## src/hw/msps_pkg.sv

```systemverilog
// package for the multistep path sequencer: codes, field layout, timing counts
// assumes a 125 MHz system clock
package msps_pkg;
	localparam int          CLK_MHZ        = 125;
	localparam int          SHORT_PATH_MS  = 50;
	localparam int          SHORT_PATH_CYC = SHORT_PATH_MS * 1000 * CLK_MHZ;
	localparam int          TICK_MS        = 10;
	localparam int          TICK_CYC       = TICK_MS * 1000 * CLK_MHZ;
	localparam int          POS_W          = 32;
	localparam int          SPD_W          = 18;
	localparam int          MCODE_W        = 7;
	localparam int          TIMK_W         = 16;
	localparam int          OP_W           = 7;
	localparam int          WORD_W         = 24;
	localparam logic [6:0]  OP_LIN         = 7'h01;
	localparam logic [6:0]  OP_CW          = 7'h02;
	localparam logic [6:0]  OP_CCW         = 7'h03;
	localparam logic [6:0]  OP_TIM         = 7'h04;
	localparam logic [6:0]  OP_ABS         = 7'h5a;
	localparam logic [6:0]  OP_INC         = 7'h5b;
	localparam logic [6:0]  OP_END         = 7'h7e;
	localparam logic [23:0] WORD_LIN       = 24'h4c494e;
	localparam logic [23:0] WORD_CW        = 24'h004357;
	localparam logic [23:0] WORD_CCW       = 24'h434357;
	localparam logic [23:0] WORD_TIM       = 24'h54494d;
	localparam logic [23:0] WORD_ABS       = 24'h414253;
	localparam logic [23:0] WORD_INC       = 24'h494e43;
	localparam logic [23:0] WORD_END       = 24'h454e44;
	localparam logic [17:0] SPD_RESET      = 18'h00000;
	localparam logic [6:0]  MCODE_NONE     = 7'h00;
endpackage

```

## src/hw/msps_step_if.sv

```systemverilog
// step descriptor carried from the decoder into the motion core
// assumes both ends run on clk_sys
`timescale 1ns/100ps
interface msps_step_if;
	logic                       valid;
	logic                       ready;
	logic                       absolute;
	logic                       has_x;
	logic                       has_y;
	logic signed [31:0]         x;
	logic signed [31:0]         y;
	logic [17:0]                speed;
	logic                       has_m;
	logic [6:0]                 mcode;
	logic                       is_end;
	modport src (output valid, absolute, has_x, has_y, x, y, speed, has_m, mcode, is_end,
		input ready);
	modport dst (input valid, absolute, has_x, has_y, x, y, speed, has_m, mcode, is_end,
		output ready);
endinterface

```

## src/hw/msps_motion.sv

```systemverilog
// motion core: runs one linear step at a time, pulse per enable tick
// assumes steps arrive over msps_step_if and a hold flag level from the top
`timescale 1ns/100ps
module msps_motion
	import msps_pkg::*;
(
	input  wire logic           clk_sys,
	input  wire logic           resetn,
	msps_step_if.dst            step,
	input  wire logic           hold_flag,
	input  wire logic           mcode_off,
	input  wire logic [15:0]    accel_pulses,
	output logic                pulse_x,
	output logic                pulse_y,
	output logic                dir_x,
	output logic                dir_y,
	output logic                busy,
	output logic                mcode_on,
	output logic [6:0]          mcode_no
);
	typedef enum logic [1:0] {ST_IDLE, ST_RUN, ST_WAIT, ST_PAUSE} msps_mst_e;
	msps_mst_e          st;
	logic signed [31:0] pos_x;
	logic signed [31:0] pos_y;
	logic [31:0]        rem;
	logic [31:0]        elapsed;
	logic               mv_x;
	logic               mv_y;
	logic               cur_abs;
	logic               gate;
	logic               off_seen;
	logic               in_decel;
	logic               blend_ok;
	logic signed [31:0] next_tx;
	logic signed [31:0] next_ty;
	logic signed [31:0] dx;
	logic signed [31:0] dy;
	logic [17:0]        acc;
	logic               tick;
	logic [31:0]        adx;
	logic [31:0]        ady;
	logic [31:0]        travel;
	logic [17:0]        cur_spd;
	logic               take;

	////////////////////////////////////////////////////////////////
	assign in_decel = rem <= 32'(accel_pulses);
	// omitted axis keeps its position
	assign next_tx  = !step.has_x ? pos_x : (step.absolute ? step.x : pos_x + step.x);
	assign next_ty  = !step.has_y ? pos_y : (step.absolute ? step.y : pos_y + step.y);
	assign dx       = next_tx - pos_x;
	assign dy       = next_ty - pos_y;
	assign adx      = dx[31] ? -dx : dx;
	assign ady      = dy[31] ? -dy : dy;
	assign travel   = (adx > ady) ? adx : ady;
	// blend only if same drive method, long enough and next step can ramp
	assign blend_ok = (step.absolute == cur_abs)
		&& (elapsed > 32'(SHORT_PATH_CYC))
		&& (travel >= 32'(accel_pulses));
	assign take     = step.valid && step.ready && !step.is_end;
	assign step.ready = (st == ST_IDLE) || (st == ST_PAUSE)
		|| (st == ST_RUN && rem == 32'h1 && tick && blend_ok && !gate);

	////////////////////////////////////////////////////////////////
	// phase accumulator: pulse rate is speed/2^18 of the clk_sys rate, no step count limit
	always_ff @(posedge clk_sys) begin
		if (!resetn) begin
			acc  <= 18'h00000;
			tick <= 1'b0;
		end else begin
			// latched speed: later instruction inputs must not retune a running move
			{tick, acc} <= {1'b0, acc} + {1'b0, cur_spd};
		end
	end

	always_ff @(posedge clk_sys) begin
		if (!resetn) begin
			st       <= ST_IDLE;
			pos_x    <= 32'h00000000;
			pos_y    <= 32'h00000000;
			rem      <= 32'h00000000;
			elapsed  <= 32'h00000000;
			mv_x     <= 1'b0;
			mv_y     <= 1'b0;
			dir_x    <= 1'b0;
			dir_y    <= 1'b0;
			cur_abs  <= 1'b0;
			gate     <= 1'b0;
			off_seen <= 1'b0;
			mcode_on <= 1'b0;
			mcode_no <= MCODE_NONE;
			cur_spd  <= SPD_RESET;
			pulse_x  <= 1'b0;
			pulse_y  <= 1'b0;
		end else begin
			pulse_x <= 1'b0;
			pulse_y <= 1'b0;
			if (mcode_off) begin
				mcode_on <= 1'b0;
			end
			if (mcode_off && st == ST_RUN && gate) begin
				off_seen <= 1'b1;
				if (!in_decel) begin
					gate <= 1'b0;
				end
			end
			case (st)
				ST_IDLE, ST_PAUSE: begin
					// a queued step overrides this below
					st <= ST_IDLE;
				end
				ST_RUN: begin
					elapsed <= elapsed + 32'h1;
					if (tick && rem != 0) begin
						pulse_x <= mv_x;
						pulse_y <= mv_y;
						rem     <= rem - 32'h1;
						if (rem == 32'h1) begin
							if (gate && !off_seen) begin
								st <= ST_WAIT;
							end else begin
								// a blending step is picked up below in this same cycle
								st <= ST_PAUSE;
							end
						end
					end else if (rem == 0) begin
						st <= ST_PAUSE;
					end
				end
				ST_WAIT: begin
					if (mcode_off) begin
						gate <= 1'b0;
						st   <= ST_PAUSE;
					end
				end
				default: st <= ST_IDLE;
			endcase
			if (take) begin
				st       <= ST_RUN;
				rem      <= travel;
				mv_x     <= dx != 0;
				mv_y     <= dy != 0;
				dir_x    <= !dx[31];
				dir_y    <= !dy[31];
				pos_x    <= next_tx;
				pos_y    <= next_ty;
				cur_abs  <= step.absolute;
				cur_spd  <= step.speed;
				elapsed  <= 32'h00000000;
				// hold sampled once per transition
				gate     <= step.has_m && hold_flag;
				off_seen <= 1'b0;
				if (step.has_m) begin
					mcode_on <= 1'b1;
					mcode_no <= step.mcode;
				end
			end
		end
	end

	assign busy = st != ST_IDLE;
endmodule

```

## src/hw/msps_top.sv

```systemverilog
// multistep path sequencer top: instruction decode, operand defaults, motion core
// assumes instructions come one per strobe from logic on clk_sys; pins are synchronised
`timescale 1ns/100ps
// Functional notes
// drive method change forces a stop
// paths of 50 ms or less stop
// too short to ramp means stop
// no limit on chained steps
// unspecified axis stays still
// without hold, m codes never halt chain
// m code on held until off
// with hold, wait for off command
// off command resumes next step
// off in decel finishes current target
// early off changes speed directly
// no off means stop and wait
// off in decel stops then continues
// instruction by word or code
// omitted coordinate keeps position
// omitted arc offset is zero
// omitted speed reuses last speed
// radius and timer mandatory, 10 ms ticks
// m code optional, never indirect
// hold flag sampled per transition
module msps_top
	import msps_pkg::*;
(
	input  wire logic               clk_sys,
	input  wire logic               resetn,
	input  wire logic               instr_valid,
	output logic                    instr_ready,
	input  wire logic               instr_by_word,
	input  wire logic [6:0]         instr_code,
	input  wire logic [23:0]        instr_word,
	input  wire logic               has_x,
	input  wire logic               has_y,
	input  wire logic signed [31:0] op_x,
	input  wire logic signed [31:0] op_y,
	input  wire logic               has_i,
	input  wire logic               has_j,
	input  wire logic signed [31:0] op_i,
	input  wire logic signed [31:0] op_j,
	input  wire logic               has_r,
	input  wire logic               has_f,
	input  wire logic [17:0]        op_f,
	input  wire logic               has_k,
	input  wire logic [15:0]        op_k,
	input  wire logic               has_m,
	input  wire logic               m_indirect,
	input  wire logic [6:0]         op_m,
	input  wire logic [15:0]        accel_pulses,
	input  wire logic               multistep_code_hold_flag,
	input  wire logic               mcode_off_pin,
	output logic                    instr_reject,
	output logic [6:0]              readback_code,
	output logic [23:0]             readback_word,
	output logic                    pulse_x,
	output logic                    pulse_y,
	output logic                    dir_x,
	output logic                    dir_y,
	output logic                    busy,
	output logic                    mcode_on,
	output logic [6:0]              mcode_no,
	output logic signed [31:0]      arc_i,
	output logic signed [31:0]      arc_j
);
	msps_step_if step ();
	logic [6:0]  op;
	logic        known;
	logic        absolute;
	logic [17:0] last_f;
	logic        hold_s1;
	logic        hold_s2;
	logic        off_s1;
	logic        off_s2;
	logic [31:0] tick_cnt;
	logic [15:0] tim_left;
	logic        timing;
	logic        bad;
	logic [23:0] op_word;

	////////////////////////////////////////////////////////////////
	// pins pass two flops
	always_ff @(posedge clk_sys) begin
		if (!resetn) begin
			hold_s1 <= 1'b0;
			hold_s2 <= 1'b0;
			off_s1  <= 1'b0;
			off_s2  <= 1'b0;
		end else begin
			hold_s1 <= multistep_code_hold_flag;
			hold_s2 <= hold_s1;
			off_s1  <= mcode_off_pin;
			off_s2  <= off_s1;
		end
	end

	////////////////////////////////////////////////////////////////
	// word or code both name the same operation
	always_comb begin
		op    = instr_code;
		known = 1'b1;
		if (instr_by_word) begin
			case (instr_word)
				WORD_LIN: op = OP_LIN;
				WORD_CW:  op = OP_CW;
				WORD_CCW: op = OP_CCW;
				WORD_TIM: op = OP_TIM;
				WORD_ABS: op = OP_ABS;
				WORD_INC: op = OP_INC;
				WORD_END: op = OP_END;
				default:  known = 1'b0;
			endcase
		end
	end

	// readback names the operation by word even when it came by code
	always_comb begin
		case (op)
			OP_LIN:  op_word = WORD_LIN;
			OP_CW:   op_word = WORD_CW;
			OP_CCW:  op_word = WORD_CCW;
			OP_TIM:  op_word = WORD_TIM;
			OP_ABS:  op_word = WORD_ABS;
			OP_INC:  op_word = WORD_INC;
			OP_END:  op_word = WORD_END;
			default: op_word = 24'h000000;
		endcase
	end

	// radius and timer constant may not be omitted; m code never indirect
	assign bad = !known
		|| ((op == OP_CW || op == OP_CCW) && !has_r)
		|| (op == OP_TIM && !has_k)
		|| (has_m && m_indirect);

	assign step.valid    = instr_valid && !bad && !timing && (op == OP_LIN || op == OP_END);
	assign step.absolute = absolute;
	assign step.has_x    = has_x;
	assign step.has_y    = has_y;
	assign step.x        = op_x;
	assign step.y        = op_y;
	assign step.speed    = has_f ? op_f : last_f;
	assign step.has_m    = has_m;
	assign step.mcode    = op_m;
	assign step.is_end   = op == OP_END;

	// only motion steps wait on the core; the rest are taken at once when no dwell is running
	assign instr_ready = !timing && (bad || !(op == OP_LIN || op == OP_END) || step.ready);

	////////////////////////////////////////////////////////////////
	always_ff @(posedge clk_sys) begin
		if (!resetn) begin
			absolute      <= 1'b0;
			last_f        <= SPD_RESET;
			instr_reject  <= 1'b0;
			readback_code <= 7'h00;
			readback_word <= 24'h000000;
			arc_i         <= 32'h00000000;
			arc_j         <= 32'h00000000;
		end else begin
			instr_reject <= instr_valid && bad && !timing;
			if (instr_valid && instr_ready && !bad) begin
				readback_code <= op;
				readback_word <= op_word;
				if (has_f) begin
					last_f <= op_f;
				end
				if (op == OP_ABS) begin
					absolute <= 1'b1;
				end
				if (op == OP_INC) begin
					absolute <= 1'b0;
				end
				if (op == OP_CW || op == OP_CCW) begin
					arc_i <= has_i ? op_i : 32'h00000000;
					arc_j <= has_j ? op_j : 32'h00000000;
				end
			end
		end
	end

	////////////////////////////////////////////////////////////////
	// dwell counts whole 10 ms ticks
	always_ff @(posedge clk_sys) begin
		if (!resetn) begin
			timing   <= 1'b0;
			tim_left <= 16'h0000;
			tick_cnt <= 32'h00000000;
		end else if (!timing) begin
			if (instr_valid && !bad && op == OP_TIM && op_k != 0) begin
				timing   <= 1'b1;
				tim_left <= op_k;
				tick_cnt <= 32'h00000000;
			end
		end else if (tick_cnt == 32'(TICK_CYC - 1)) begin
			tick_cnt <= 32'h00000000;
			tim_left <= tim_left - 16'h1;
			timing   <= tim_left != 16'h1;
		end else begin
			tick_cnt <= tick_cnt + 32'h1;
		end
	end

	////////////////////////////////////////////////////////////////
	// unbounded chaining: each step is handed over as the last one ends
	msps_motion u_motion (
		.clk_sys      (clk_sys),
		.resetn       (resetn),
		.step         (step),
		.hold_flag    (hold_s2),
		.mcode_off    (off_s2),
		.accel_pulses (accel_pulses),
		.pulse_x      (pulse_x),
		.pulse_y      (pulse_y),
		.dir_x        (dir_x),
		.dir_y        (dir_y),
		.busy         (busy),
		.mcode_on     (mcode_on),
		.mcode_no     (mcode_no)
	);
endmodule

```

## config.mk

```make
export PLATFORM = sky130hd
export DESIGN_NAME = msps_top
export DESIGN_NICKNAME = d
export VERILOG_FILES = /design/src/hw/msps_pkg.sv /design/src/hw/msps_step_if.sv /design/src/hw/msps_motion.sv /design/src/hw/msps_top.sv
export SDC_FILE = /design/constraint.sdc
export NUM_CORES = 1
export LEC_CHECK = 0
export ABC_AREA = 1
export BUFFER_PORTS_ARGS = -buffer_cell sky130_fd_sc_hd__buf_2
export CAP_MARGIN = 20
export CELL_PAD_IN_SITES_DETAIL_PLACEMENT = 0
export CELL_PAD_IN_SITES_GLOBAL_PLACEMENT = 1
export CORE_MARGIN = 1
export CORE_UTILIZATION = 46
export CTS_BUF_LIST = sky130_fd_sc_hd__clkbuf_8
export CTS_CLUSTER_SIZE = 20
export DETAILED_ROUTE_END_ITERATION = 8
export PLACE_DENSITY = 0.88
export SLEW_MARGIN = 20
export SYNTH_ARGS = -nofsm -noshare
export SYNTH_HDL_FRONTEND = slang
export SYNTH_SLANG_ARGS = --single-unit
```

## constraint.sdc

```tcl
create_clock -name clk_sys -period 56.6 [get_ports clk_sys]
set_input_delay 16.98 -clock clk_sys [delete_from_list [all_inputs] [get_ports clk_sys]]
set_output_delay 16.98 -clock clk_sys [all_outputs]
set_load 0.02 [all_outputs]
```

==> results of run 1 <==
cells in the mapped netlist, types with 68 or more instances:
library cell,count,area [sq um]
nand4_1,174,1090
clkbuf_1,78,293
o21ai_0,186,931
nor2_1,548,2060
xor2_1,68,596
nand2_1,1597,5990
a21oi_1,319,1600
inv_1,687,2580
dfxtp_1,344,6890
ha_1,220,2750
o21ai_1,74,370
nand3_1,286,1430
final timing paths:
check | startpoint | to | slack (ns) | cells past startpoint
worst max register to register | u_motion.pos_y[0] | readback_word[14] | 44.53 | 66
worst max-delay path | op_y[0] | instr_ready | 12.11 | 65
worst min register to register | off_s1 | off_s2 | 0.38 | 2
worst min-delay path | off_s1 | off_s2 | 0.38 | 2
where the power goes:
part / internal [mW] / switching, mW
clock: 0.148 / 0.122
combinational: 0.0689 / 0.151
sequential: 0.244 / 0.000934
tightest hold or removal path, stage by stage (launching register included):
cell	delay (ns)
dfxtp_1	0.30
nand2_1	0.05
inv_1	0.04
state kept, by name (all words and copies together) (netlist names), 2 cells and up, named ones only:
register           cells
u_motion.pos_x        32
u_motion.mcode_no      7
u_motion.pos_y        32
last_f                18
tim_left              16
u_motion.st            2
tick_cnt              32
u_motion.elapsed      32
u_motion.rem          32
readback_word         16
readback_code          7
arc_j                 32
u_motion.cur_spd      18
u_motion.acc          18
arc_i                 32
logic make-up after synthesis:
family	Yosys count	share of synthesized area, %
xor+xnor	111	3.19
buf+inv	910	11.8
mux	21	0.691
simple gates	2797	38.9
other cells	1	0.0123
compound gates	732	13.5
fa+ha+maj	225	9.37
flops	344	22.6
per-stage QoR:
stage	utilization, %	power [mW]	worst slack, ns	hold slack [ns]	area, sq um
detailed placement	50.1	0.465	12.41	0.403	32600
CTS	52.3	0.738	12.36	0.383	34000
finish	52.3	0.734	12.11	0.384	34000
global route	52.3	0.781	11.12	0.396	34000
global placement	50.1	0.465	12.59	0.394	32600
floorplan	-	0.404	14.13	0.390	30500
cell type report:
cell class | count | area share (%)
Multi-Input combinational cell | 3893 | 58.8
Sequential cell | 344 | 20.3
Inverter | 749 | 8.28
Timing Repair Buffer | 349 | 5.26
Clock buffer | 83 | 3.36
Tap cell | 855 | 3.15
Clock inverter | 40 | 0.821
Antenna cell | 3 | 0.0221
metal layers:
layer	wire length [um]	track usage, %
met2	43700	46.8
met1	44300	36.6
met4	3670	10.4
met3	5340	4.92
met5	10	0
==> impl_metrics.yaml, run 1 <==
placed_design:
  dp_hpwl_um: 73900
  numPortBuffers: 333
  dp.cells: 6190
  gp_congestion: 0.972
floorplanning:
  die_w_um: 259
  ios: 341
  fp.dieH_um: 259
  rows: 93
  die_area_sq_um: 67200
  initial_core_util_pct: 46.9
  core_sq_um: 64900
sta:
  finalSetupTns_ns: 0
  max_freq_ghz: 0.0225
  setup_viol: 0
  worstMarginPinSlew_ns: 1.03
  finalHoldViolCount: 0
  finalCritPeriodShare_pct: 78.6
  rsz0062_at_grt: "no"
  clock_skew_ns: 0.0458
  min_period_ns: 44.49
  maxSlewViolCount: 0
  slew-limit-headroom_pct: 31.2
clock_network:
  clockBufferDepth: 3
  cts_inserted_buffers: 69
  postCtsSetupBuffers: 0
  cts.htree.levels: 3
  path_clk_slew_ns: 0.05
  cts_root_buffer: "clkbuf_8"
  cts_tree: "yes"
  cts_resized: 0
  hold_buffers: 0
  clk_latency_ns: 0.67
  cts_sinks: 344
worst_setup_path:
  cp-start-kind: "primary input"
  crit_path_frequent_cell: "nand2_1"
  end_kind: "output pin"
  crit_slowest_cell: "o21ai_0"
  path_max_fanout: 76
  cp_num_buf_inv: 10
  path_class: "primary input to output pin"
  cp.required_ns: 39.62
  crit_family: "compound AO/OA/AOI/OAI gates"
  max_stage_delay_ns: 0.73
  crit_arrival_ns: 27.51
route:
  drtIter0Drc: 2173
  drtAntennaViolNets: 0
  vias: 32735
  wl_per_cell_um: 15.4
  firstDrtPassIters: 6
  drc_errors: 0
  wl_um: 97000
  post_drt_via_cell_ratio: 5.18
final_layout:
  nFillCells: 7042
  regArea_sq_um: 6890
  synthToLayoutAreaGrowth_pct: 11.6
  multi_input_comb_area_sq_um: 20000
  final_nets: 5862
  final_common_cell: "nand2_1"
  fin_cells: 6316
  final_cell_mix: "nand2_1, inv_1, nor2_1"
  layout-drive-gt1-share_pct: 11.0
logic_synthesis:
  netlist_area_sq_um: 30400
  synthCells: 5141
  ys_ff_latch: 344
  synth_edf_count: 0
  yosysSeqAreaShare_pct: 22.6
  synth.distinct_cells: 57
  async_flop_share_pct: 0
  yosysWarnings: 0
  postSynthAreaPerCell_sq_um: 5.92
  ys.flop_type: "dfxtp_1"
global_routing:
  grt_max_degree: 88
  overflow: 0
  grt_pass1_wl_um: 156000
  gr-usage-all-layers_pct: 28.3
  grt_pass1_vias: 30619
  grt_antenna_before_repair: 3
pwr:
  power_leakage_nw: 17.6
  peakVddDrop_v: 0.0000164
  p_per_area_nw_per_um2: 21.6
job:
  maxCapViolations: 0
hold_path:
  hold_path_class: "register to register"
run_status:
  outcome: "complete, no violations"
Power figures use the tool's default switching activity.
==> run 2, diff against run 1 <==
Settings changed: CORE_UTILIZATION 46 to 43, PLACE_DENSITY 0.88 to 0.83.
Clock period 56.6 ns to 43.3 ns, I/O delays scaled along.
==> run 2 against run 1 <==
Sequential share of layout area down 0.055 points. Hold slack better by 0.029 ns. Combinational power up 31%. Via count down 0.50%. Register-to-register slack worse by 13 ns. Clock power up 30%. Highest routed layer unchanged.
==> impl_metrics.yaml, run 2 (synthesis gave the netlist of run 1 again) <==
floorplanning:
  die_w_um: 268
  rows: 97
  fp.dieH_um: 268
  initial_core_util_pct: 43.5
  ios: 341
  core_sq_um: 70000
  die_area_sq_um: 71800
worst_setup_path:
  crit_arrival_ns: 23.43
  cp.required_ns: 30.31
  crit_path_frequent_cell: "nand2_1"
  reg2reg_from: "u_motion.pos_y[0]"
  cp-start-kind: "primary input"
  crit_slowest_cell: "o21ai_0"
  max_stage_delay_ns: 0.63
  path_class: "primary input to output pin"
  path_max_fanout: 76
  end_kind: "output pin"
  crit_start: "op_y[0]"
clock_network:
  clockBufferDepth: 3
  cts_sinks: 344
  cts_root_buffer: "clkbuf_8"
  hold_buffers: 0
  postCtsSetupBuffers: 0
  cts_tree: "yes"
  cts_resized: 0
  path_clk_slew_ns: 0.06
  cts_inserted_buffers: 69
  cts.htree.levels: 3
  clk_latency_ns: 0.69
final_layout:
  finish.instance_area_sq_um: 34100
  layout-drive-gt1-share_pct: 11.0
  final_common_cell: "nand2_1"
  synthToLayoutAreaGrowth_pct: 12.0
  final_cell_mix: "nand2_1, inv_1, nor2_1"
  fin_cells: 6398
  fin_util_pct: 48.7
  final_nets: 5860
pwr:
  intPower_uw: 599
  switching_share_pct: 37.3
  seqPwrFrac_pct: 33.5
  p_sw_uw: 357
  power_leakage_nw: 17.6
  p_per_area_nw_per_um2: 28.1
  p_clk_share_pct: 36.5
  pwr-share-comb_pct: 30.0
  peakVddDrop_v: 0.0000197
  power.total_uw: 956
hold_path:
  hold_path_class: "register to register"
  min-delay-start: "hold_s1"
global_routing:
  gr-usage-all-layers_pct: 26.8
  grt_antenna_before_repair: 9
  grt_max_degree: 77
  grt_pass1_wl_um: 156000
  overflow: 0
  grt_pass1_vias: 30241
route:
  wl_um: 97900
  firstDrtPassIters: 6
  post_drt_via_cell_ratio: 5.09
  drtAntennaViolNets: 0
  drc_errors: 0
  drtIter0Drc: 1989
  wl_per_cell_um: 15.3
  vias: 32571
sta:
  holdWs_ns: 0.414
  setup_viol: 0
  rsz0062_at_grt: "no"
  finalSetupTns_ns: 0
  fin_ws_ns: 6.88
  slew-limit-headroom_pct: 33.6
  clock_skew_ns: 0.0458
  maxSlewViolCount: 0
  finalHoldViolCount: 0
  worstMarginPinSlew_ns: 0.996
  min_period_ns: 36.42
  max_freq_ghz: 0.0275
  finalCritPeriodShare_pct: 84.1
placed_design:
  dpl_worst_slack_ns: 6.98
  placed_cell_area_sq_um: 32600
  gp_congestion: 0.949
  numPortBuffers: 333
  dp_hpwl_um: 75400
  dp.cells: 6273
run_status:
  outcome: "complete, no violations"
job:
  maxCapViolations: 0
[run 2: worst paths after layout]
path	cells after the start	slack (ns)	to
worst min-delay path	2	0.41	hold_s2
worst max register to register	64	31.30	last_f[5]
worst min register to register	2	0.41	hold_s2
worst max-delay path	65	6.88	instr_ready
[run 2: per-layer routing]
layer / vias up / global-route usage (%) / share of wire, %
met3: 145 / 3.31 / 4.4
met5: - / 0 / 0.074
met1: 14620 / 36.2 / 48
li1: 17105 / - / -
met4: 12 / 8.25 / 2.8
met2: 689 / 44.3 / 45
[run 2: critical path: cells and delay by family]
family | cells | cell delay [ns]
and+or+nand+nor | 27 | 2.79
AOI/OAI and AO/OA | 23 | 4.68
buffers and inverters | 10 | 1.27
adders and majority gates | 5 | 1.59
[run 2: area by class of cell]
class	count	area, sq um
diodes	4	10.0
fillers	7705	36000
flip-flops and latches	344	6890
inverters	749	2810
clock buffers	92	1270
clock inverters	29	154
well taps	940	1180
multi-input cells	3893	20000
repair buffers	347	1770
[run 2: power groups by stage]
stage / clock [mW] / sequential, mW / combinational (mW)
after floorplan: 0 / 0.328 / 0.200
after global placement: 0 / 0.327 / 0.283
after detailed placement: 0 / 0.327 / 0.283
after CTS: 0.360 / 0.320 / 0.284
after global routing: 0.373 / 0.320 / 0.326
final: 0.349 / 0.320 / 0.287
